==> src/core/decrement_file_pkg.sv <==
package decrement_file_pkg;

    localparam int ADDR_W = 14;
    localparam int BANK_W = 6;

    localparam logic [5:0] DECREMENT_OPCODE = 6'h01;
    localparam logic [5:0] DECREMENT_SKIP_OPCODE = 6'h0b;
    localparam int OPCODE_POS = 10;
    localparam int DEST_POS = 9;
    localparam int BANK_BIT_POS = 8;

    localparam logic [7:0] INDEXED_LIMIT = 8'h5f;
    localparam logic [7:0] ACCESS_SPLIT = 8'h60;
    localparam logic [5:0] ACCESS_LOW_PAGE = 6'h00;
    localparam logic [5:0] ACCESS_HIGH_PAGE = 6'h3f;
    localparam logic [7:0] ONE = 8'h01;

    localparam logic [ADDR_W-1:0] ADDR_RESET = 14'h0000;
    localparam logic [7:0] DATA_RESET = 8'h00;

    typedef enum logic [1:0] {
        PHASE_DECODE = 2'b00,
        PHASE_READ = 2'b01,
        PHASE_PROCESS = 2'b11,
        PHASE_WRITE = 2'b10
    } phase_t;

    typedef struct packed {
        logic is_ours;
        logic is_skip;
        logic dest_file;
        logic [ADDR_W-1:0] addr;
    } decoded_t;

    typedef struct packed {
        logic carry;
        logic digit_carry_flag;
        logic negative;
        logic overflow_flag;
        logic zero;
    } flags_t;

    localparam decoded_t DECODED_RESET = '{1'b0, 1'b0, 1'b0, 14'h0000};
    localparam flags_t FLAGS_RESET = '{1'b0, 1'b0, 1'b0, 1'b0, 1'b0};

endpackage

==> src/core/decrement_alu.sv <==
`timescale 1ns/1ps
module decrement_alu (
    input wire logic [7:0] operand,
    output logic [7:0] result,
    output decrement_file_pkg::flags_t flags
);

    // The subtraction is done as an add of all ones, so carry means no borrow.
    always_comb begin
        result = operand - decrement_file_pkg::ONE;
        flags.carry = (operand != 8'h00);
        flags.digit_carry_flag = (operand[3:0] != 4'h0);
        flags.negative = result[7];
        flags.overflow_flag = (operand == 8'h80);
        flags.zero = (result == 8'h00);
    end

endmodule

==> src/core/decrement_file_instructions.sv <==
`timescale 1ns/1ps
module decrement_file_instructions (
    input wire logic clk,
    input wire logic reset_n,
    input wire logic instr_valid,
    input wire logic [15:0] instr_word,
    output logic instr_ready,
    input wire logic [decrement_file_pkg::BANK_W-1:0] bank_select_register,
    input wire logic extended_set_enable,
    input wire logic [decrement_file_pkg::ADDR_W-1:0] index_base,
    output logic [decrement_file_pkg::ADDR_W-1:0] mem_addr,
    output logic mem_rd_en,
    input wire logic [7:0] mem_rd_data,
    output logic mem_wr_en,
    output logic [7:0] mem_wr_data,
    output logic accum_wr_en,
    output logic [7:0] accum_wr_data,
    output logic status_wr_en,
    output decrement_file_pkg::flags_t status_flags,
    output logic skip_next
);

    decrement_file_pkg::phase_t phase_reg;
    decrement_file_pkg::phase_t phase_next;
    decrement_file_pkg::decoded_t decoded_reg;
    decrement_file_pkg::decoded_t decoded_next;
    decrement_file_pkg::decoded_t decoded_now;
    logic [7:0] result_reg;
    logic [7:0] result_next;
    decrement_file_pkg::flags_t flags_reg;
    decrement_file_pkg::flags_t flags_next;
    logic mem_rd_en_reg;
    logic mem_rd_en_next;
    logic mem_wr_en_reg;
    logic mem_wr_en_next;
    logic accum_wr_en_reg;
    logic accum_wr_en_next;
    logic status_wr_en_reg;
    logic status_wr_en_next;
    logic skip_reg;
    logic skip_next_val;
    logic [7:0] alu_result;
    decrement_file_pkg::flags_t alu_flags;
    logic [5:0] opcode;
    logic [7:0] file_addr;
    logic bank_bit;
    logic is_plain_now;
    logic is_skip_now;
    logic indexed_hit;
    logic high_half;
    logic [decrement_file_pkg::ADDR_W-1:0] addr_now;
    logic take;
    logic process_ours;

    decrement_alu alu (
        .operand(mem_rd_data),
        .result(alu_result),
        .flags(alu_flags)
    );

    assign opcode = instr_word[15:decrement_file_pkg::OPCODE_POS];
    assign file_addr = instr_word[7:0];
    assign bank_bit = instr_word[decrement_file_pkg::BANK_BIT_POS];
    assign instr_ready = (phase_reg == decrement_file_pkg::PHASE_DECODE);
    assign take = instr_valid && instr_ready;
    assign process_ours = (phase_reg == decrement_file_pkg::PHASE_PROCESS)
        && decoded_reg.is_ours;
    assign is_plain_now = (opcode == decrement_file_pkg::DECREMENT_OPCODE);
    assign is_skip_now = (opcode == decrement_file_pkg::DECREMENT_SKIP_OPCODE);
    assign indexed_hit = extended_set_enable
        && (file_addr <= decrement_file_pkg::INDEXED_LIMIT);
    assign high_half = (file_addr >= decrement_file_pkg::ACCESS_SPLIT);

    // Opcode decode of the fetched word.
    always_comb begin
        decoded_now = decrement_file_pkg::DECODED_RESET;
        decoded_now.is_ours = is_plain_now || is_skip_now;
        decoded_now.is_skip = is_skip_now;
        decoded_now.dest_file = instr_word[decrement_file_pkg::DEST_POS];
        decoded_now.addr = addr_now;
    end

    // Effective address for the banked, indexed and access bank forms.
    always_comb begin
        case ({bank_bit, indexed_hit, high_half})
            3'b100, 3'b101, 3'b110, 3'b111: begin
                addr_now = {bank_select_register, file_addr};
            end
            3'b010, 3'b011: begin
                addr_now = index_base + {6'h00, file_addr};
            end
            3'b001: begin
                addr_now = {decrement_file_pkg::ACCESS_HIGH_PAGE, file_addr};
            end
            default: begin
                addr_now = {decrement_file_pkg::ACCESS_LOW_PAGE, file_addr};
            end
        endcase
    end

    // Four-phase instruction cycle: decode, read, process and write.
    always_comb begin
        phase_next = phase_reg;
        case (phase_reg)
            decrement_file_pkg::PHASE_DECODE: begin
                if (take) begin
                    phase_next = decrement_file_pkg::PHASE_READ;
                end
            end
            decrement_file_pkg::PHASE_READ: begin
                phase_next = decrement_file_pkg::PHASE_PROCESS;
            end
            decrement_file_pkg::PHASE_PROCESS: begin
                phase_next = decrement_file_pkg::PHASE_WRITE;
            end
            decrement_file_pkg::PHASE_WRITE: begin
                phase_next = decrement_file_pkg::PHASE_DECODE;
            end
            default: begin
                phase_next = decrement_file_pkg::PHASE_DECODE;
            end
        endcase
    end

    always_ff @(posedge clk or negedge reset_n) begin
        if (!reset_n) begin
            phase_reg <= decrement_file_pkg::PHASE_DECODE;
        end else begin
            phase_reg <= phase_next;
        end
    end

    // The decoded word is held from its decode phase until the next word is taken.
    always_comb begin
        decoded_next = decoded_reg;
        if (take) begin
            decoded_next = decoded_now;
        end
    end

    always_ff @(posedge clk or negedge reset_n) begin
        if (!reset_n) begin
            decoded_reg <= decrement_file_pkg::DECODED_RESET;
        end else begin
            decoded_reg <= decoded_next;
        end
    end

    // The decremented value is captured in the process phase.
    always_comb begin
        result_next = result_reg;
        if (process_ours) begin
            result_next = alu_result;
        end
    end

    always_ff @(posedge clk or negedge reset_n) begin
        if (!reset_n) begin
            result_reg <= decrement_file_pkg::DATA_RESET;
        end else begin
            result_reg <= result_next;
        end
    end

    // The status flags follow the plain decrement only.
    always_comb begin
        flags_next = flags_reg;
        if (process_ours && !decoded_reg.is_skip) begin
            flags_next = alu_flags;
        end
    end

    always_ff @(posedge clk or negedge reset_n) begin
        if (!reset_n) begin
            flags_reg <= decrement_file_pkg::FLAGS_RESET;
        end else begin
            flags_reg <= flags_next;
        end
    end

    // The read strobe is a one-cycle pulse in the read phase.
    always_comb begin
        mem_rd_en_next = 1'b0;
        if (take) begin
            mem_rd_en_next = decoded_now.is_ours;
        end
    end

    always_ff @(posedge clk or negedge reset_n) begin
        if (!reset_n) begin
            mem_rd_en_reg <= 1'b0;
        end else begin
            mem_rd_en_reg <= mem_rd_en_next;
        end
    end

    // The write strobes are one-cycle pulses in the write phase.
    always_comb begin
        mem_wr_en_next = 1'b0;
        accum_wr_en_next = 1'b0;
        status_wr_en_next = 1'b0;
        skip_next_val = 1'b0;
        if (process_ours) begin
            mem_wr_en_next = decoded_reg.dest_file;
            accum_wr_en_next = !decoded_reg.dest_file;
            status_wr_en_next = !decoded_reg.is_skip;
            skip_next_val = decoded_reg.is_skip && alu_flags.zero;
        end
    end

    always_ff @(posedge clk or negedge reset_n) begin
        if (!reset_n) begin
            mem_wr_en_reg <= 1'b0;
            accum_wr_en_reg <= 1'b0;
            status_wr_en_reg <= 1'b0;
            skip_reg <= 1'b0;
        end else begin
            mem_wr_en_reg <= mem_wr_en_next;
            accum_wr_en_reg <= accum_wr_en_next;
            status_wr_en_reg <= status_wr_en_next;
            skip_reg <= skip_next_val;
        end
    end

    assign mem_addr = decoded_reg.addr;
    assign mem_rd_en = mem_rd_en_reg;
    assign mem_wr_en = mem_wr_en_reg;
    assign mem_wr_data = result_reg;
    assign accum_wr_en = accum_wr_en_reg;
    assign accum_wr_data = result_reg;
    assign status_wr_en = status_wr_en_reg;
    assign status_flags = flags_reg;
    assign skip_next = skip_reg;

endmodule

==> config.mk <==
export PLATFORM = sky130hd
export DESIGN_NAME = decrement_file_instructions
export DESIGN_NICKNAME = d
export VERILOG_FILES = /design/src/core/decrement_file_pkg.sv /design/src/core/decrement_alu.sv /design/src/core/decrement_file_instructions.sv
export SDC_FILE = /design/constraint.sdc
export NUM_CORES = 1
export LEC_CHECK = 0
export BUFFER_PORTS_ARGS = -buffer_cell sky130_fd_sc_hd__buf_2
export CAP_MARGIN = 15
export CORE_MARGIN = 2
export CORE_UTILIZATION = 25
export CTS_BUF_LIST = sky130_fd_sc_hd__clkbuf_8
export DETAILED_ROUTE_END_ITERATION = 16
export GPL_ROUTABILITY_DRIVEN = 0
export SETUP_SLACK_MARGIN = 0.02
export SYNTH_ARGS = -nofsm -noshare
export SYNTH_HDL_FRONTEND = slang
export SYNTH_HIERARCHICAL = 1
export SYNTH_SLANG_ARGS = --single-unit
==> constraint.sdc <==
create_clock -name clk -period 1.8 [get_ports clk]
set_clock_uncertainty 0.05 [all_clocks]
set_input_delay 0.09 -clock clk [delete_from_list [all_inputs] [get_ports clk]]
set_output_delay 0.09 -clock clk [all_outputs]
set_load 0.01 [all_outputs]
==> out/results.txt <==
The flip-flop and latch count after synthesis works out to 37. Setup repair after global routing left no endpoint under its margin. Number of violations of the max-capacitance limit: 0. The run gives 2350 sq um as the area of the mapped netlist. Clock root buffer: sky130_fd_sc_hd__clkbuf_8. The core box area is 9200 sq um.

During synthesis, Yosys emitted a total of 6 warnings. The tools report the top-level I/O count as 89. The number of buffers inserted by port buffering came out at 88. Before CTS, the worst setup slack after placement is -0.0961 ns.

The shortest clock period the worst path allows after layout was 1.58 ns; the net total in the final layout was 384. Latest clock arrival within the worst-skew pair: 0.28 ns. The H-tree depth is 2. TritonCTS built the clock tree. At the worst endpoint, the required time is 1.92 ns. Across the VDD grid, the largest voltage drop is 0.000334 V. The tools report the number of global-route vias before repair as 1977. For the pin with the worst max-slew slack, the measured transition is 0.468 ns. The first-pass GRT wire length was 9140 um. The number of vias per cell after detailed routing came out at 4.54. The signal on the critical path passes through buf_2, ha_1, inv_1, fa_1, nand2b_1, a21oi_1, o21ai_0, mux2i_1, nand3_1. The die is 101 um wide. Class of the worst hold path: primary input to register.

The cell count after synthesis came out at 242. Total power for the finished layout comes to 3.17 mW. After clock tree synthesis, the clock-pin slew on the worst setup and hold paths is 0.07 ns. The max-slew violation count is 0. The first routing iteration left 18 violations. In the final layout, the multi-input gates occupy 1190 sq um.

Relative to the synthesized area, the layout overhead comes to 25.6%. The effective utilization at floorplan is 25.6%. The tools report the critical path endpoint category as a register. The sequential area share after synthesis is 39.4%.

TritonCTS buffer count: 5. The number of setup buffers added after CTS is 0. The type of origin of the critical path was a primary input.

For the via count, the log shows 1974. 0 antenna diodes ended up in the layout. The tools report the number of rows in the core area as 35. The run finished with clean final reports.

The leading cell type by number of instances after synthesis was sky130_fd_sc_hd__dfrtp_1. For the detailed placer's ending HPWL, the log shows 4630 um. The slowest stage of the critical path is the sky130_fd_sc_hd__fa_1 cell. Setup violations remaining at the end of the flow were counted as 0. Yosys mapped the design onto 45 distinct sky130hd cell types. The register with the most flip-flops in the layout has 14 of them. The number of detailed-routing iterations run before antenna repair is 4, and the global-route total usage across every layer is 11.3%. The initial antenna violation count came out at 0. After synthesis, the cell types taking the most area are sky130_fd_sc_hd__dfrtp_1, sky130_fd_sc_hd__buf_4, sky130_fd_sc_hd__mux2_2, sky130_fd_sc_hd__ha_1, sky130_fd_sc_hd__o21ai_0.

The overall overflow remaining after global route is 0. The number of nets with antenna violations after routing came out at 0. No sink is reached through more buffers than the 2 on the longest clock path. The critical path in this run is classified as primary input to register. The static leakage power was 1.45 nW; the pin count of the biggest net entering global routing was 20. Counting every net in the synthesized netlist gives 302.

The wire length after detailed routing is 5580 um, and the die extent in y is 101 um. In this run the tightest slew margin relative to its limit is 68.8%. The tools report the fill cell total of the finished layout as 990. The number of failing hold endpoints at the final stage is 0, and the average wire per standard cell is 12.8 um.

On the worst path, the slowest cell contributes a delay of 0.39 ns. The design area was 2950 sq um; the area occupied by registers was 926 sq um. In the final layout, the share of cells above drive strength 1 is 41.7%.

Per-instance average area after synthesis: 9.71 sq um. Kind of cell adding the most delay to the critical path: adder cells. For the die area, the log shows 10200 sq um. For this run, asynchronously set or reset flops after synthesis account for 100%. The synthesized design spends more area on one cell type than any other, namely sky130_fd_sc_hd__dfrtp_1. Once placement finished, the instance area stood at 2850 sq um. In this run the worst path has a maximum fanout of 3.

For the number of clock sinks seen by CTS, the log shows 37. The commonest cells after synthesis are sky130_fd_sc_hd__dfrtp_1, sky130_fd_sc_hd__buf_4, sky130_fd_sc_hd__o21ai_0. The number of enable-type register cells in the synthesized netlist came out at 0. In the finished design, the share of the clock period the worst path needs comes to 87.9%.

Data on the critical path arrives at its endpoint at 1.70 ns. Of the post-synthesis cell area, the dominant cell type holds 39.4%. The total negative setup slack was 0 ns. Among all flip-flop cells after synthesis, the most frequent one is sky130_fd_sc_hd__dfrtp_1.

The least setup slack across all paths after layout came out at 0.217 ns. Power spread over the standard cell area amounts to 1070 nW/um^2. The tools report the number of design rule violations left after detail routing as 0. Maximum clock rate: 632 MHz. The worst path buffer plus inverter count was 2.
layout make-up:
class                   instances  area share [%]
clock buffers                   6            2.80
clock inverters                 1           0.127
flip-flops and latches         37            31.4
well taps                     111            4.70
multi-input cells             167            40.4
inverters                      10            1.27
repair buffers                103            19.3
power breakdown:
group	switching, mW	total [mW]	internal [mW]
Clock	0.272	0.570	0.298
Combinational	0.675	1.28	0.604
Sequential	0.189	1.32	1.13
Total	1.14	3.17	2.03
path summary, 6_finish.rpt:
check / slack, ns / from / to / depth (start not counted)
setup / recovery: 0.22 / instr_word[0] / mem_addr[12]$_DFFE_PN0P_ / 9
hold / removal: 0.02 / instr_valid / phase_reg[0]$_DFFE_PN0P_ / 3
setup reg to reg: 0.26 / phase_reg[0]$_DFFE_PN0P_ / mem_addr[12]$_DFFE_PN0P_ / 5
hold reg to reg: 0.37 / decoded_reg[14]$_DFFE_PN0P_ / accum_wr_en$_DFF_PN0_ / 1
max in group asynchronous: 0.99 / reset_n / accum_wr_data[7]$_DFFE_PN0P_ / 3
min in group asynchronous: 0.25 / reset_n / mem_addr[11]$_DFFE_PN0P_ / 2
through the flow:
step | utilization [%] | hold slack (ns) | std cells
after floorplan | - | -0.256 | 242
after global placement | 31.0 | 0.0200 | 426
after detailed placement | 31.0 | 0.0290 | 426
after CTS | 32.1 | 0.00748 | 435
after global routing | 32.1 | 0.0239 | 435
final | 32.1 | 0.0170 | 435
layer usage:
metal | global-route usage (%) | share of wire, % | vias up
met1 | 13.5 | 43 | 916
met3 | 2.29 | 5.1 | 10
met2 | 20.5 | 51 | 66
li1 | - | - | 982
met5 | 0 | 0 | -
met4 | 3.01 | 1.7 | 0
worst register-to-register path, delay by kind of cell, from the launching register on:
kind | cells | cell delay [ns]
mux | 1 | 0.10
simple gates | 4 | 0.90
flops | 1 | 0.44
timing repair:
| action | 4_1_cts | 5_1_grt |
|---|---|---|
| endpoints found under the hold margin | 19 | 0 |
| gates resized for setup | 0 | 0 |
| hold buffers | 2 | 0 |
cell usage in the layout, fill, tap and decap left out, drive strengths merged, types with 4 or more instances in the layout:
cell,n
a21oi,13
buf,101
clkbuf,6
dfrtp,37
ha,11
inv,11
mux2,14
nand2,17
nand3,7
nor2,18
nor2b,7
nor3,7
o211ai,5
o21ai,22
xnor2,4
xor2,11
kinds of logic after synthesis:
logic type / count (synthesis) / share of synthesized area, %
adders and majority gates: 12 / 6.71
xor gates and xnor gates: 15 / 5.59
AOI/OAI and AO/OA: 54 / 14.0
buffers and inverters: 38 / 9.85
muxes: 16 / 7.56
DFF: 37 / 39.4
and+or+nand+nor: 70 / 16.9
Power figures use the tool's default switching activity.
